===== src/hdl/io_port_cfg.svh =====
// timing constants and field positions for the io port and wake-up block
`ifndef IO_PORT_CFG_SVH
`define IO_PORT_CFG_SVH
`define SLOW_CYC_NORMAL 3000
`define SLOW_CYC_FAST 45
`define FAST_SEL_BIT 5
`define OD_PIN_IDX 5
`define PD_MASK_B 8'h0c
`define PD_MASK_C 8'h03
`define INT_MASK_A 8'h11
`define INT_MASK_B 8'h21
`endif


===== src/hdl/io_port_pkg.sv =====
// types for the io port and wake-up block
`default_nettype none
package io_port_pkg;
    typedef enum logic [1:0] {
        st_run = 2'b00,
        st_save = 2'b01,
        st_down = 2'b11,
        st_wait = 2'b10
    } pwr_state_t;
endpackage
`default_nettype wire


===== src/hdl/io_port_wakeup.sv =====
// io ports a, b, c with low-power entry and wake-up timing
//
// Contract
// - deep-stop enters power-down with all clocks off, light-stop enters power-save.
// - pin toggles wake from either state, timer and comparator only from power-save.
// - a pin wakes only when it is an input with its digital input enable set.
// - normal wake-up resumes about 3000 slow rc periods after the event.
// - fast wake-up resumes about 45 slow rc periods after the toggle.
// - misc bit 5 picks fast or normal only under normal boot, fast boot forces fast.
// - direction 0 is input, 1 drives data, enabled pull-up on unless driving low.
// - driving low switches off pull-up and pull-down.
// - data read gives pad level for inputs and stored bit for outputs.
// - only port b bits 2,3 and port c bits 0,1 have pull-downs.
// - the open-drain pin only pulls low or floats.
`include "io_port_cfg.svh"
`default_nettype none
module io_port_wakeup
    import io_port_pkg::*;
#(
    parameter int W = 8,
    parameter int NORMAL_CYC = `SLOW_CYC_NORMAL,
    parameter int FAST_CYC = `SLOW_CYC_FAST
) (
    input wire logic sys_clk,
    input wire logic rst,
    input wire logic slow_internal_rc_clock,
    input wire logic [W-1:0] port_a_data_reg,
    input wire logic [W-1:0] port_a_dir,
    input wire logic [W-1:0] port_a_pu,
    input wire logic [W-1:0] port_a_die,
    input wire logic [W-1:0] port_b_data,
    input wire logic [W-1:0] port_b_dir,
    input wire logic [W-1:0] port_b_pu,
    input wire logic [W-1:0] port_b_pd,
    input wire logic [W-1:0] port_b_die,
    input wire logic [W-1:0] port_c_data,
    input wire logic [W-1:0] port_c_dir,
    input wire logic [W-1:0] port_c_pu,
    input wire logic [W-1:0] port_c_pd,
    input wire logic [W-1:0] port_c_die,
    input wire logic [W-1:0] pad_a_in,
    input wire logic [W-1:0] pad_b_in,
    input wire logic [W-1:0] pad_c_in,
    output logic [W-1:0] pad_a_out,
    output logic [W-1:0] pad_a_oe,
    output logic [W-1:0] pad_b_out,
    output logic [W-1:0] pad_b_oe,
    output logic [W-1:0] pad_c_out,
    output logic [W-1:0] pad_c_oe,
    output logic [W-1:0] pu_a_on,
    output logic [W-1:0] pu_b_on,
    output logic [W-1:0] pu_c_on,
    output logic [W-1:0] pd_b_on,
    output logic [W-1:0] pd_c_on,
    output logic [W-1:0] rd_a,
    output logic [W-1:0] rd_b,
    output logic [W-1:0] rd_c,
    input wire logic [7:0] misc_ctrl,
    input wire logic fast_boot,
    input wire logic stop_sys,
    input wire logic stop_exe,
    input wire logic timer_wake,
    input wire logic cmp_wake,
    output logic sys_clk_en,
    output logic osc_en,
    output logic [1:0] pwr_state
);
    localparam int CW = $clog2(NORMAL_CYC + 1);
    pwr_state_t state_ff, nxt_state;
    logic [CW-1:0] cnt_ff, nxt_cnt;
    logic [CW-1:0] len_ff, nxt_len;
    logic rc1_ff, rc2_ff, rc3_ff;
    logic tw1_ff, tw2_ff, cw1_ff, cw2_ff;
    logic tog_a, tog_b, tog_c, pin_tog, rc_rise, use_fast, wake_ev;
    // ----------------------------------------
    // three ports
    // ----------------------------------------
    io_pin_cell #(.W(W), .PD_MASK(8'h00), .OD_MASK(8'h01 << `OD_PIN_IDX)) u_port_a (
        .sys_clk(sys_clk), .rst(rst), .data_reg(port_a_data_reg), .dir_reg(port_a_dir),
        .pu_reg(port_a_pu), .pd_reg('0), .die_reg(port_a_die), .pad_in(pad_a_in),
        .pad_out(pad_a_out), .pad_oe(pad_a_oe), .pu_on(pu_a_on), .pd_on(),
        .rd_data(rd_a), .toggle(tog_a)
    );
    io_pin_cell #(.W(W), .PD_MASK(`PD_MASK_B), .OD_MASK(8'h00)) u_port_b (
        .sys_clk(sys_clk), .rst(rst), .data_reg(port_b_data), .dir_reg(port_b_dir),
        .pu_reg(port_b_pu), .pd_reg(port_b_pd), .die_reg(port_b_die), .pad_in(pad_b_in),
        .pad_out(pad_b_out), .pad_oe(pad_b_oe), .pu_on(pu_b_on), .pd_on(pd_b_on),
        .rd_data(rd_b), .toggle(tog_b)
    );
    io_pin_cell #(.W(W), .PD_MASK(`PD_MASK_C), .OD_MASK(8'h00)) u_port_c (
        .sys_clk(sys_clk), .rst(rst), .data_reg(port_c_data), .dir_reg(port_c_dir),
        .pu_reg(port_c_pu), .pd_reg(port_c_pd), .die_reg(port_c_die), .pad_in(pad_c_in),
        .pad_out(pad_c_out), .pad_oe(pad_c_oe), .pu_on(pu_c_on), .pd_on(pd_c_on),
        .rd_data(rd_c), .toggle(tog_c)
    );
    assign pin_tog = tog_a | tog_b | tog_c;
    // ----------------------------------------
    // wake decision
    // ----------------------------------------
    // fast boot overrides the misc select bit
    assign use_fast = fast_boot | misc_ctrl[`FAST_SEL_BIT];
    assign rc_rise = rc2_ff & ~rc3_ff;
    // timer and comparator are ignored in deep power-down
    assign wake_ev = pin_tog | ((state_ff == st_save) & (tw2_ff | cw2_ff));
    // ----------------------------------------
    // synchronisers for async sources
    // ----------------------------------------
    always_ff @(posedge sys_clk or posedge rst) begin
        if (rst) begin
            rc1_ff <= 1'b0;
            rc2_ff <= 1'b0;
            rc3_ff <= 1'b0;
            tw1_ff <= 1'b0;
            tw2_ff <= 1'b0;
            cw1_ff <= 1'b0;
            cw2_ff <= 1'b0;
        end else begin
            rc1_ff <= slow_internal_rc_clock;
            rc2_ff <= rc1_ff;
            rc3_ff <= rc2_ff;
            tw1_ff <= timer_wake;
            tw2_ff <= tw1_ff;
            cw1_ff <= cmp_wake;
            cw2_ff <= cw1_ff;
        end
    end
    // ----------------------------------------
    // power state machine and wake counter
    // ----------------------------------------
    always_comb begin
        nxt_state = state_ff;
        nxt_cnt = cnt_ff;
        nxt_len = len_ff;
        unique case (state_ff)
            st_run: begin
                if (stop_sys) begin
                    nxt_state = st_down;
                end else if (stop_exe) begin
                    nxt_state = st_save;
                end
            end
            st_save, st_down: begin
                if (wake_ev) begin
                    nxt_state = st_wait;
                    nxt_cnt = '0;
                    nxt_len = use_fast ? CW'(FAST_CYC) : CW'(NORMAL_CYC);
                end
            end
            st_wait: begin
                if (rc_rise) begin
                    if (cnt_ff == len_ff - CW'(1)) begin
                        nxt_state = st_run;
                    end else begin
                        nxt_cnt = cnt_ff + CW'(1);
                    end
                end
            end
        endcase
    end
    always_ff @(posedge sys_clk or posedge rst) begin
        if (rst) begin
            state_ff <= st_run;
            cnt_ff <= '0;
            len_ff <= '0;
        end else begin
            state_ff <= nxt_state;
            cnt_ff <= nxt_cnt;
            len_ff <= nxt_len;
        end
    end
    // oscillators stay up except in deep power-down
    assign sys_clk_en = (state_ff == st_run);
    assign osc_en = (state_ff != st_down);
    assign pwr_state = state_ff;
    // ----------------------------------------
    // checks
    // ----------------------------------------
    AST_DOWN_ENTRY: assert property (@(posedge sys_clk) disable iff (rst)
        (state_ff == st_run && stop_sys) |=> (state_ff == st_down && !osc_en))
        else $error("deep stop did not stop oscillators");
    AST_SAVE_ENTRY: assert property (@(posedge sys_clk) disable iff (rst)
        (state_ff == st_run && !stop_sys && stop_exe) |=> (state_ff == st_save && osc_en))
        else $error("light stop did not enter power-save");
    AST_DOWN_IGNORE: assert property (@(posedge sys_clk) disable iff (rst)
        (state_ff == st_down && !pin_tog) |=> state_ff == st_down)
        else $error("power-down left without pin toggle");
    AST_PIN_WAKE: assert property (@(posedge sys_clk) disable iff (rst)
        ((state_ff == st_down || state_ff == st_save) && pin_tog) |=> state_ff == st_wait)
        else $error("pin toggle did not wake");
    AST_LEN_SEL: assert property (@(posedge sys_clk) disable iff (rst)
        (state_ff != st_wait && nxt_state == st_wait && (fast_boot || misc_ctrl[5]))
        |=> len_ff == CW'(FAST_CYC))
        else $error("fast length not chosen");
    AST_LEN_NORMAL: assert property (@(posedge sys_clk) disable iff (rst)
        (state_ff != st_wait && nxt_state == st_wait && !fast_boot && !misc_ctrl[5])
        |=> len_ff == CW'(NORMAL_CYC))
        else $error("normal length not chosen");
    AST_CLK_OFF: assert property (@(posedge sys_clk) disable iff (rst)
        (state_ff == st_wait) |-> !sys_clk_en)
        else $error("clock enabled while waking");
    AST_END_WAIT: assert property (@(posedge sys_clk) disable iff (rst)
        (state_ff == st_wait && rc_rise && cnt_ff == len_ff - CW'(1)) |=> sys_clk_en)
        else $error("clock not restored at count end");
    AST_OD_PIN: assert property (@(posedge sys_clk) disable iff (rst)
        port_a_data_reg[5] |-> !pad_a_oe[5])
        else $error("open-drain pin drove high");
    AST_LOW_PULL: assert property (@(posedge sys_clk) disable iff (rst)
        (port_b_dir[2] && !port_b_data[2]) |-> (!pu_b_on[2] && !pd_b_on[2]))
        else $error("pull left on while driving low");
    // timer and comparator must still wake the core out of power-save
    AST_SAVE_TIMER: assert property (@(posedge sys_clk) disable iff (rst)
        (state_ff == st_save && (tw2_ff || cw2_ff)) |=> state_ff == st_wait)
        else $error("timer or comparator did not wake from power-save");
    // a counter past its length would never restart the clock
    AST_CNT_RANGE: assert property (@(posedge sys_clk) disable iff (rst)
        (state_ff == st_wait) |-> cnt_ff < len_ff)
        else $error("wake counter beyond its length");
    COV_SAVE_WAKE: cover property (@(posedge sys_clk) state_ff == st_save ##1 state_ff == st_wait);
    COV_FAST_LEN: cover property (@(posedge sys_clk) state_ff == st_wait && len_ff == CW'(FAST_CYC));
    COV_DOWN_WAKE: cover property (@(posedge sys_clk) state_ff == st_down ##1 state_ff == st_wait);
    COV_RESUME: cover property (@(posedge sys_clk) state_ff == st_wait ##1 state_ff == st_run);
endmodule // io_port_wakeup
`default_nettype wire


===== src/hdl/io_pin_cell.sv =====
// one port of eight pads: drive, pulls, readback and toggle detect
`default_nettype none
module io_pin_cell #(
    parameter int W = 8,
    parameter logic [7:0] PD_MASK = 8'h00,
    parameter logic [7:0] OD_MASK = 8'h00
) (
    input wire logic sys_clk,
    input wire logic rst,
    input wire logic [W-1:0] data_reg,
    input wire logic [W-1:0] dir_reg,
    input wire logic [W-1:0] pu_reg,
    input wire logic [W-1:0] pd_reg,
    input wire logic [W-1:0] die_reg,
    input wire logic [W-1:0] pad_in,
    output logic [W-1:0] pad_out,
    output logic [W-1:0] pad_oe,
    output logic [W-1:0] pu_on,
    output logic [W-1:0] pd_on,
    output logic [W-1:0] rd_data,
    output logic toggle
);
    logic [W-1:0] s1_ff, s2_ff, s3_ff;
    logic [W-1:0] nxt_s1, nxt_s2, nxt_s3;
    genvar i;
    // ----------------------------------------
    // per-pin combinational pad control
    // ----------------------------------------
    generate
        for (i = 0; i < W; i++) begin : g_pin
            logic drive_low;
            assign drive_low = dir_reg[i] & ~data_reg[i];
            assign pad_out[i] = data_reg[i];
            // open-drain pin has no high side, so it floats when high
            assign pad_oe[i] = dir_reg[i] & (~OD_MASK[i] | ~data_reg[i]);
            assign pu_on[i] = pu_reg[i] & ~drive_low;
            assign pd_on[i] = PD_MASK[i] & pd_reg[i] & ~drive_low;
            assign rd_data[i] = dir_reg[i] ? data_reg[i] : s2_ff[i];
        end
    endgenerate
    // toggle only from digital inputs with enabled input path
    assign toggle = |((s2_ff ^ s3_ff) & ~dir_reg & die_reg);
    // ----------------------------------------
    // pad synchroniser
    // ----------------------------------------
    always_comb begin
        nxt_s1 = pad_in;
        nxt_s2 = s1_ff;
        nxt_s3 = s2_ff;
    end
    always_ff @(posedge sys_clk or posedge rst) begin
        if (rst) begin
            s1_ff <= '0;
            s2_ff <= '0;
            s3_ff <= '0;
        end else begin
            s1_ff <= nxt_s1;
            s2_ff <= nxt_s2;
            s3_ff <= nxt_s3;
        end
    end
endmodule // io_pin_cell
`default_nettype wire


===== config.mk =====
export PLATFORM = sky130hd
export DESIGN_NAME = io_port_wakeup
export DESIGN_NICKNAME = d
export VERILOG_FILES = /design/src/hdl/io_port_pkg.sv /design/src/hdl/io_port_wakeup.sv /design/src/hdl/io_pin_cell.sv
export VERILOG_INCLUDE_DIRS = /design/src /design/src/hdl
export SDC_FILE = /design/constraint.sdc
export NUM_CORES = 1
export LEC_CHECK = 0
export BUFFER_PORTS_ARGS = -buffer_cell sky130_fd_sc_hd__buf_2
export CORE_MARGIN = 1
export CORE_UTILIZATION = 44
export DETAILED_ROUTE_END_ITERATION = 8
export GPL_TIMING_DRIVEN = 0
export PLACE_DENSITY = 0.81
export SETUP_SLACK_MARGIN = 0.1
export SKIP_LAST_GASP = 1
export SYNTH_ARGS = -nofsm -noshare
export SYNTH_HDL_FRONTEND = slang
export SYNTH_SLANG_ARGS = --single-unit

===== constraint.sdc =====
create_clock -name sys_clk -period 3.5 [get_ports sys_clk]
set_input_delay 0.525 -clock sys_clk [delete_from_list [all_inputs] [get_ports sys_clk]]
set_output_delay 0.525 -clock sys_clk [all_outputs]
set_load 0.01 [all_outputs]

==> flow_metrics.env, run 1 <==
export IMPL_slew_viol_final=0
export IMPL_synth_top_cell_area_share=0.525
export IMPL_detail_route_vias_per_cell=4.65
export IMPL_cts_path_max_buffers=2
export IMPL_design_final_nets=814
export IMPL_synth_top_cells_by_area="sky130_fd_sc_hd__dfrtp_1 (53%), sky130_fd_sc_hd__buf_4 (9.8%), sky130_fd_sc_hd__mux2_2 (5.9%)"
export IMPL_post_synth_top_area_cell="sky130_fd_sc_hd__dfrtp_1"
export IMPL_number_of_synthesized_flops_with_an_enable_pin=0
export IMPL_clk_pin_slew_ps=100
export IMPL_setup_viol=0
export IMPL_synth_seq_cells=96
export IMPL_post_cts_buffers=0
export IMPL_post_synth_cell_area_avg_sq_um=11.4
export IMPL_cts_root_buf="sky130_fd_sc_hd__clkbuf_8"
export IMPL_vdd_ir_drop_max_mv=0.248
export IMPL_area_growth_synth_to_final_pct=35.4
export IMPL_n_antenna_cell=0
export IMPL_grt_max_degree=52
export IMPL_gr_usage_all_layers=0.198
export IMPL_placement_rows=36
export IMPL_boundaryPins=268
export IMPL_post_synth_design_cell_area_sq_um=4570
export IMPL_crit_path_end_kind="register"
export IMPL_globalRoute_totalOverflow=0
export IMPL_synthesis_yosys_warnings=0
export IMPL_synthDistinctLibCells=44
export IMPL_rsz0062_at_grt="no"
export IMPL_mostFrequentLayoutCells="sky130_fd_sc_hd__buf_2 (239), sky130_fd_sc_hd__dfrtp_1 (96), sky130_fd_sc_hd__buf_4 (60)"
export IMPL_port_buffer_count=236
export IMPL_drc=0
export IMPL_starting_density_of_the_core=0.461
export IMPL_routed_via_count=3714
export IMPL_route_met2_wl_mm=5.60
export IMPL_predominant_post_synthesis_flop_cell="sky130_fd_sc_hd__dfrtp_1"
export IMPL_avgRoutedWirePerCell_um=13.4
export IMPL_tightest_slew_ps=724
export IMPL_coreArea_sq_um=9910
export IMPL_p_leak_nw=3.16
export IMPL_dr_pass1_iters=4
export IMPL_max_cap_viol_count=0
export IMPL_first_global_vias=3575
export IMPL_fp_dieArea_sq_um=10800
export IMPL_place_gp_congestion=0.840
export IMPL_tritoncts_num_buffers=9
export IMPL_pwr_share_seq=0.504
export IMPL_timing_critical_path_fanout_max=10
export IMPL_fmaxAchievable_mhz=369
export IMPL_worstHoldPathType="input port to asynchronous set/reset pin"
export IMPL_cts_num_sinks=96
export IMPL_power_share_clock=0.292
export IMPL_run_status="completed"
export IMPL_period_share=0.773
export IMPL_critical_path_startpoint_type="register"
export IMPL_layout_cells_most_common="sky130_fd_sc_hd__buf_2"
export IMPL_routed_wl_mm=10.7
export IMPL_routed_top_layer="met4"
export IMPL_first_iter_violations=164
export IMPL_layout_drive_gt1_share=0.525
export IMPL_crit_path_top_delay_cell="sky130_fd_sc_hd__nor4_1"
export IMPL_worst_slew_margin_rel=0.513
export IMPL_total_switching_power_uw=721
export IMPL_cell_chain_critical_path="buf_2 > inv_1 > ha_1 > xor2_1 > o211ai_1 > nor4_1 > a21o_1 > buf_2 > o21ai_0 > a21oi_1"
export IMPL_switching_share_of_power=0.285
export IMPL_async_reset_ff_frac=1.00
export IMPL_critical_path_arrival_ps=2970
export IMPL_met3WireLength_um=647
export IMPL_finalWorstSetupSlack_ps=793
export IMPL_grt_antenna_before_repair=0
export IMPL_hold_viol_final=0
export IMPL_die_h_um=104
export IMPL_report_power_total_mw=2.53
export IMPL_end_of_flow_core_utilization=0.625
export IMPL_cts_tree="yes"
export IMPL_timing_worst_setup_path_type="register to register"
export IMPL_power_internal_mw=1.81
export IMPL_detail_route_antenna_nets=0
export IMPL_chipWidth_um=104
export IMPL_hpwl_mm=8.71
export IMPL_final_cells=798
export IMPL_later_pin_clock_latency_in_the_skew_report_ps=350
export IMPL_worstRegToRegCells=10
export IMPL_period_minus_slack_ps=2710
export IMPL_placement_setup_worst_slack_ps=881
export IMPL_p_comb_frac=0.204
export IMPL_cts_repair_resized=0
export IMPL_post_cts_hold_buffer_count=0
export IMPL_powerDensity_nw_per_um2=409
export IMPL_synthesis_instances=401
export IMPL_htree_levels=3
export IMPL_crit_top_cell="sky130_fd_sc_hd__buf_2"
export IMPL_crit_required_ps=3770
export IMPL_finalClockSkew_ps=16.1
export IMPL_first_pass_grt_wire_length_mm=16.9
export IMPL_cpPeakStageDelay_ps=650
export IMPL_detailed_routing_wirelength_on_met1_mm=4.23
export IMPL_seq_area_frac_synth=0.525
export IMPL_placed_cells=782
[power groups by stage]
stage | logic [mW] | registers, mW | clock network [mW]
2_1_floorplan | 0.319 | 1.27 | 0
3_3_place_gp | 0.502 | 1.29 | 0
3_5_place_dp | 0.520 | 1.30 | 0
4_1_cts | 0.522 | 1.27 | 0.765
5_1_grt | 0.568 | 1.29 | 0.823
6_report | 0.518 | 1.28 | 0.739
[per-layer routing]
layer,vias to the layer above,track usage
li1,1803,-
met1,1729,0.227
met2,166,0.358
met3,16,0.0476
met4,0,0.0735
met5,-,0
[cell type report]
cell class / count / area [sq um]
Fill cell: 810 / 3720
Sequential cell: 96 / 2400
Multi-Input combinational cell: 221 / 1620
Timing Repair Buffer: 237 / 1200
Buffer: 64 / 479
Tap cell: 133 / 166
Clock buffer: 9 / 124
Inverter: 31 / 119
Clock inverter: 7 / 83.8
[worst paths after layout]
check                                                to                    startpoint  slack [ps]
setup / recovery                  cnt_ff[5]$_DFFE_PP0P_         len_ff[2]$_DFFE_PP0P_         790
hold / removal             u_port_c.nxt_s3[0]$_DFF_PP0_                           rst         240
setup reg to reg                  cnt_ff[5]$_DFFE_PP0P_         len_ff[2]$_DFFE_PP0P_         790
hold reg to reg            u_port_a.nxt_s3[7]$_DFF_PP0_  u_port_a.nxt_s2[7]$_DFF_PP0_         350
max in group asynchronous   u_port_a.s3_ff[7]$_DFF_PP0_                           rst        2600
min in group sys_clk       u_port_a.nxt_s2[4]$_DFF_PP0_                   pad_a_in[4]         270
[sequential cells by signal, indices dropped and copies added, names as in the netlist, 3 cells and up]
signal	flops
cnt_ff	12
len_ff	3
u_port_a.nxt_s2	8
u_port_a.nxt_s3	8
u_port_a.s3_ff	8
u_port_b.nxt_s2	8
u_port_b.nxt_s3	8
u_port_b.s3_ff	8
u_port_c.nxt_s2	8
u_port_c.nxt_s3	8
u_port_c.s3_ff	8
[cells in the mapped netlist, types with 2 or more instances]
library cell / n
sky130_fd_sc_hd__dfrtp_1: 96
sky130_fd_sc_hd__buf_4: 60
sky130_fd_sc_hd__inv_1: 31
sky130_fd_sc_hd__mux2_2: 24
sky130_fd_sc_hd__xnor2_1: 21
sky130_fd_sc_hd__a21boi_0: 19
sky130_fd_sc_hd__nand2b_1: 12
sky130_fd_sc_hd__nand2_1: 11
sky130_fd_sc_hd__nor3b_1: 11
sky130_fd_sc_hd__and2_1: 10
sky130_fd_sc_hd__o21ai_0: 10
sky130_fd_sc_hd__a21oi_1: 9
sky130_fd_sc_hd__nand3b_1: 8
sky130_fd_sc_hd__xor2_1: 8
sky130_fd_sc_hd__nand4_1: 7
sky130_fd_sc_hd__or3_1: 7
sky130_fd_sc_hd__nor2_1: 5
sky130_fd_sc_hd__o32ai_1: 5
sky130_fd_sc_hd__nor2b_1: 4
sky130_fd_sc_hd__o31ai_1: 4
sky130_fd_sc_hd__buf_2: 3
sky130_fd_sc_hd__nand3_1: 3
sky130_fd_sc_hd__or4_1: 3
sky130_fd_sc_hd__a211oi_1: 2
sky130_fd_sc_hd__a2bb2oi_1: 2
sky130_fd_sc_hd__a32oi_1: 2
sky130_fd_sc_hd__ha_1: 2
sky130_fd_sc_hd__mux2i_1: 2
sky130_fd_sc_hd__nor3_1: 2
sky130_fd_sc_hd__nor4_1: 2
sky130_fd_sc_hd__or2_2: 2
sky130_fd_sc_hd__or4_4: 2
[cell families after synthesis]
group	share of synthesized area
buffers and inverters	0.130
xor gates and xnor gates	0.0555
and+or+nand+nor	0.124
AOI/OAI and AO/OA	0.0914
other	0.000820
DFF	0.525
adders and majority gates	0.00547
muxes	0.0668
[critical path, delay by kind of cell (launching register included)]
family	cells	cell delay, ps
AO/OA/AOI/OAI	4	690
AND/OR/NAND/NOR	1	650
buffers and inverters	3	510
flip-flops	1	340
adder cells (fa/ha/maj)	1	300
XOR/XNOR	1	130
[per-stage QoR]
step | TNS (ps) | hold WS (ps) | cell area (sq um)
after floorplan | 0 | 331 | 4610
after global routing | 0 | 228 | 6190
final | 0 | 243 | 6190
after global placement | -38070 | 332 | 5960
after CTS | 0 | 245 | 6190
after detailed placement | 0 | 335 | 5980
Note: power is estimated with default switching activity, not from simulation.
==> inputs of run 2 (changes only) <==
- CORE_UTILIZATION: 44 -> 40
- PLACE_DENSITY: 0.81 -> 0.77
- clock period: 3.5 -> 2.3 ns (I/O delays scaled with it)
==> flow_metrics.env, run 2 (synthesis gave the netlist of run 1 again) <==
export IMPL_detailed_routing_wirelength_on_met1_mm=4.23
export IMPL_first_global_vias=3664
export IMPL_period_minus_slack_ps=2350
export IMPL_avgRoutedWirePerCell_um=14.0
export IMPL_fp_dieArea_sq_um=11900
export IMPL_clk_pin_slew_ps=70
export IMPL_first_iter_violations=121
export IMPL_final_cell_area_sq_um=6460
export IMPL_setup_viol=10
export IMPL_hpwl_mm=8.87
export IMPL_critical_path_startpoint_type="register"
export IMPL_cts_tree="yes"
export IMPL_place_gp_congestion=0.859
export IMPL_routed_via_count=3821
export IMPL_placement_setup_worst_slack_ps=-142
export IMPL_cts_root_buf="sky130_fd_sc_hd__clkbuf_16"
export IMPL_later_pin_clock_latency_in_the_skew_report_ps=340
export IMPL_timing_critical_path_fanout_max=6
export IMPL_die_h_um=109
export IMPL_drc=0
export IMPL_cts_num_sinks=96
export IMPL_layout_drive_gt1_share=0.545
export IMPL_reg2reg_setup_slack_ps=-50
export IMPL_tightest_slew_ps=635
export IMPL_period_share=1.02
export IMPL_worstRegToRegCells=6
export IMPL_timing_setup_tns_ps=-149
export IMPL_vdd_ir_drop_max_mv=0.494
export IMPL_layout_cells_most_common="sky130_fd_sc_hd__buf_2"
export IMPL_failed_checks="setup timing"
export IMPL_p_leak_nw=3.27
export IMPL_met3WireLength_um=948
export IMPL_fmaxAchievable_mhz=425
export IMPL_chipWidth_um=109
export IMPL_design_final_nets=823
export IMPL_grt_max_degree=38
export IMPL_detail_route_antenna_nets=0
export IMPL_crit_required_ps=2530
export IMPL_critical_path_arrival_ps=2590
export IMPL_cts_path_max_buffers=2
export IMPL_starting_density_of_the_core=0.416
export IMPL_critical_path_reg2reg_startpoint="u_port_b.nxt_s3[6]$_DFF_PP0_"
export IMPL_route_met2_wl_mm=5.92
export IMPL_worst_slew_margin_rel=0.576
export IMPL_mostFrequentLayoutCells="sky130_fd_sc_hd__buf_2 (238), sky130_fd_sc_hd__dfrtp_1 (95), sky130_fd_sc_hd__buf_4 (68)"
export IMPL_finalClockSkew_ps=7.71
export IMPL_crit_path_end_kind="register"
export IMPL_slew_viol_final=0
export IMPL_port_buffer_count=236
export IMPL_fillCellCount=910
export IMPL_area_growth_synth_to_final_pct=41.4
export IMPL_routed_top_layer="met4"
export IMPL_first_pass_grt_wire_length_mm=17.5
export IMPL_placement_rows=38
export IMPL_hold_viol_final=0
export IMPL_rr_endpoint="len_ff[2]$_DFFE_PP0P_"
export IMPL_coreArea_sq_um=11000
export IMPL_routed_wl_mm=11.4
export IMPL_end_of_flow_core_utilization=0.589
export IMPL_detail_route_vias_per_cell=4.69
export IMPL_finalWorstSetupSlack_ps=-51.5
export IMPL_dr_pass1_iters=4
export IMPL_gr_usage_all_layers=0.197
export IMPL_rsz0062_at_grt="yes"
export IMPL_n_antenna_cell=0
export IMPL_grt_antenna_before_repair=0
export IMPL_placed_standard_cell_area_sq_um=6020
export IMPL_htree_levels=3
export IMPL_tritoncts_num_buffers=9
export IMPL_flip_flop_count_of_the_largest_register_after_layout=12
export IMPL_boundaryPins=268
export IMPL_run_status="finished with violations"
export IMPL_max_cap_viol_count=0
export IMPL_largest_register="cnt_ff"
export IMPL_post_cts_hold_buffer_count=0
export IMPL_worstHoldPathType="input port to asynchronous set/reset pin"
export IMPL_powerDensity_nw_per_um2=672
export IMPL_timing_worst_setup_path_type="register to register"
export IMPL_globalRoute_totalOverflow=0
run 2: how the worst max path moves through the flow:
stage	startpoint	to	slack, ps	cells past startpoint
floorplan	u_port_a.nxt_s3[2]$_DFF_PP0_	len_ff[2]$_DFFE_PP0P_	50	6
global placement	len_ff[2]$_DFFE_PP0P_	cnt_ff[6]$_DFFE_PP0P_	-110	10
detailed placement	len_ff[2]$_DFFE_PP0P_	cnt_ff[10]$_DFFE_PP0P_	-140	10
CTS	u_port_a.nxt_s3[1]$_DFF_PP0_	len_ff[2]$_DFFE_PP0P_	-70	6
global route	u_port_b.nxt_s3[6]$_DFF_PP0_	cnt_ff[7]$_DFFE_PP0P_	-130	7
finish	u_port_b.nxt_s3[6]$_DFF_PP0_	len_ff[2]$_DFFE_PP0P_	-50	6
run 2: area by class of cell:
type,count,area [sq um],area share
buffer,64,485,0.0751
clock buffer,10,229,0.0354
clock inverter,6,75.1,0.0116
inverter,31,120,0.0186
multi-input combinational,221,1700,0.262
sequential,96,2400,0.372
tap,140,175,0.0271
timing repair buffer,246,1280,0.198
run 2: where the power goes:
group / switching, mW / total, mW / internal (mW)
clock: 0.666 / 1.53 / 0.861
sequential: 0.130 / 1.95 / 1.82
combinational: 0.416 / 0.869 / 0.452
run 2: critical path, stage by stage, from the launching register on:
cell and delay, ps:
sky130_fd_sc_hd__dfrtp_1 400, sky130_fd_sc_hd__xnor2_1 140, sky130_fd_sc_hd__nor3b_1 70, sky130_fd_sc_hd__or4_1 540, sky130_fd_sc_hd__or4_4 570, sky130_fd_sc_hd__o21a_4 240
sky130_fd_sc_hd__mux2_4 290
run 2: what timing repair did:
item | in CTS | in global routing
setup endpoints to repair | 16 | 16
pin swaps | 3 | 2
buffers inserted | 6 | 2
gates resized for setup | 10 | 5
hold endpoints to repair | 0 | 0
run 2: metrics by stage:
| stage | hold slack [ps] | power, mW | std cells |
|---|---|---|---|
| floorplan | 331 | 2.43 | 412 |
| global placement | 332 | 2.74 | 788 |
| detailed placement | 335 | 2.78 | 790 |
| CTS | 91.8 | 4.36 | 812 |
| global route | 85.3 | 4.55 | 814 |
| finish | 79.0 | 4.34 | 814 |
run 2: metal layers:
metal / vias up / GRT usage
li1: 1828 / -
met3: 23 / 0.0514
met5: - / 0
met1: 1773 / 0.209
met2: 197 / 0.359
met4: 0 / 0.0927
==> inputs of run 3 (changes only) <==
- CORE_UTILIZATION: 40 -> 44
- PLACE_DENSITY: 0.77 -> 0.81
- TNS_END_PERCENT: default -> 1
- clock period: 2.3 -> 2.6 ns (I/O delays scaled with it)
==> flow_metrics.env, run 3 (synthesis gave the netlist of run 1 again) <==
export IMPL_max_cap_viol_count=0
export IMPL_end_of_flow_core_utilization=0.636
export IMPL_first_iter_violations=138
export IMPL_vdd_ir_drop_max_mv=0.374
export IMPL_place_gp_congestion=0.828
export IMPL_critical_path_reg2reg_startpoint="len_ff[2]$_DFFE_PP0P_"
export IMPL_post_cts_hold_buffer_count=0
export IMPL_cell_chain_critical_path="buf_2 > inv_1 > ha_4 > xor2_1 > o211ai_1 > nor4_4 > a21o_1 > buf_4 > or4_1 > a21oi_1"
export IMPL_timing_worst_setup_path_type="register to register"
export IMPL_globalRoute_totalOverflow=0
export IMPL_starting_density_of_the_core=0.461
export IMPL_fp_dieArea_sq_um=10800
export IMPL_period_minus_slack_ps=2430
export IMPL_cts_num_sinks=96
export IMPL_grt_antenna_before_repair=0
export IMPL_tightest_slew_ps=591
export IMPL_final_cell_area_sq_um=6300
export IMPL_rsz0062_at_grt="yes"
export IMPL_gr_usage_all_layers=0.200
export IMPL_rr_endpoint="cnt_ff[11]$_DFFE_PP0P_"
export IMPL_cpPeakStageDelay_ps=500
export IMPL_port_buffer_count=236
export IMPL_placement_rows=36
export IMPL_chipWidth_um=104
export IMPL_layout_drive_gt1_share=0.539
export IMPL_final_cells=803
export IMPL_finalClockSkew_ps=13.5
export IMPL_finalWorstSetupSlack_ps=169
export IMPL_largest_register="cnt_ff"
export IMPL_period_share=0.935
export IMPL_powerDensity_nw_per_um2=551
export IMPL_run_status="completed"
export IMPL_design_final_nets=819
export IMPL_grt_max_degree=41
export IMPL_critPathBufInv=3
export IMPL_cts_path_max_buffers=2
export IMPL_routed_wl_mm=11.0
export IMPL_setup_viol=0
export IMPL_placement_setup_worst_slack_ps=-120
export IMPL_placed_cells=783
export IMPL_die_h_um=104
export IMPL_mostFrequentLayoutCells="sky130_fd_sc_hd__buf_2 (239), sky130_fd_sc_hd__dfrtp_1 (95), sky130_fd_sc_hd__buf_4 (64)"
export IMPL_crit_required_ps=2880
export IMPL_first_global_vias=3560
export IMPL_area_growth_synth_to_final_pct=37.8
export IMPL_slew_viol_final=0
export IMPL_coreArea_sq_um=9910
export IMPL_boundaryPins=268
export IMPL_flip_flop_count_of_the_largest_register_after_layout=12
export IMPL_reg2reg_setup_slack_ps=170
export IMPL_crit_path_end_kind="register"
export IMPL_crit_path_top_delay_cell="sky130_fd_sc_hd__or4_1"
export IMPL_later_pin_clock_latency_in_the_skew_report_ps=350
export IMPL_htree_levels=3
export IMPL_placed_standard_cell_area_sq_um=6010
export IMPL_cts_root_buf="sky130_fd_sc_hd__clkbuf_8"
export IMPL_fmaxAchievable_mhz=411
export IMPL_n_antenna_cell=0
export IMPL_worst_path_dominant_cell_family="compound AO/OA/AOI/OAI gates"
export IMPL_timing_critical_path_fanout_max=9
export IMPL_drc=0
export IMPL_worstRegToRegCells=10
export IMPL_p_leak_nw=3.20
export IMPL_dr_pass1_iters=4
export IMPL_tritoncts_num_buffers=9
export IMPL_hpwl_mm=8.89
export IMPL_worstHoldPathType="input port to asynchronous set/reset pin"
export IMPL_routed_via_count=3780
export IMPL_detail_route_antenna_nets=0
export IMPL_crit_cells=10
export IMPL_detail_route_vias_per_cell=4.71
export IMPL_avgRoutedWirePerCell_um=13.8
export IMPL_layout_cells_most_common="sky130_fd_sc_hd__buf_2"
export IMPL_critical_path_startpoint_type="register"
export IMPL_critical_path_arrival_ps=2710
export IMPL_clk_pin_slew_ps=100
export IMPL_first_pass_grt_wire_length_mm=17.1
export IMPL_worst_slew_margin_rel=0.605
export IMPL_hold_viol_final=0
export IMPL_cts_tree="yes"
-- run 3: worst max path at each step --
stage,to,from,slack (ps)
3_5_place_dp,cnt_ff[4]$_DFFE_PP0P_,len_ff[2]$_DFFE_PP0P_,-120
4_1_cts,cnt_ff[4]$_DFFE_PP0P_,len_ff[2]$_DFFE_PP0P_,120
6_report,cnt_ff[11]$_DFFE_PP0P_,len_ff[2]$_DFFE_PP0P_,170
5_1_grt,cnt_ff[11]$_DFFE_PP0P_,len_ff[2]$_DFFE_PP0P_,80
3_3_place_gp,cnt_ff[6]$_DFFE_PP0P_,len_ff[2]$_DFFE_PP0P_,-20
2_1_floorplan,len_ff[2]$_DFFE_PP0P_,u_port_a.nxt_s3[2]$_DFF_PP0_,330
-- run 3: where the power goes --
| part | switching [mW] | internal [mW] |
|---|---|---|
| logic | 0.358 | 0.392 |
| clock network | 0.533 | 0.466 |
| registers | 0.116 | 1.61 |
-- run 3: final cells by class --
| type | instances | area [sq um] |
|---|---|---|
| multi-input combinational | 221 | 1670 |
| sequential | 96 | 2400 |
| inverter | 31 | 120 |
| fill | 792 | 3610 |
| timing repair buffer | 242 | 1250 |
| clock inverter | 7 | 86.3 |
| buffer | 64 | 479 |
| tap | 133 | 166 |
| clock buffer | 9 | 124 |
-- run 3: repair_timing --
action | 4_1_cts | 5_1_grt
buffers inserted | 0 | 4
gates resized for setup | 2 | 8
endpoints found under the setup margin | 10 | 11
pin swaps | 0 | 3
gates cloned | 0 | 0
-- run 3: layer usage --
metal / vias up / wire [um] / track usage
met5: - / 0 / 0
met3: 15 / 686 / 0.0514
li1: 1812 / - / -
met4: 0 / 162 / 0.0490
met1: 1782 / 4370 / 0.228
met2: 171 / 5820 / 0.372
-- run 3: through the flow --
stage | TNS, ps | hold slack [ps] | power (mW)
after floorplan | 0 | 331 | 2.14
after global placement | -73.5 | 331 | 2.41
after detailed placement | -998 | 335 | 2.45
after CTS | 0 | 89.5 | 3.48
after global routing | 0 | 100 | 3.65
final | 0 | 86.8 | 3.47
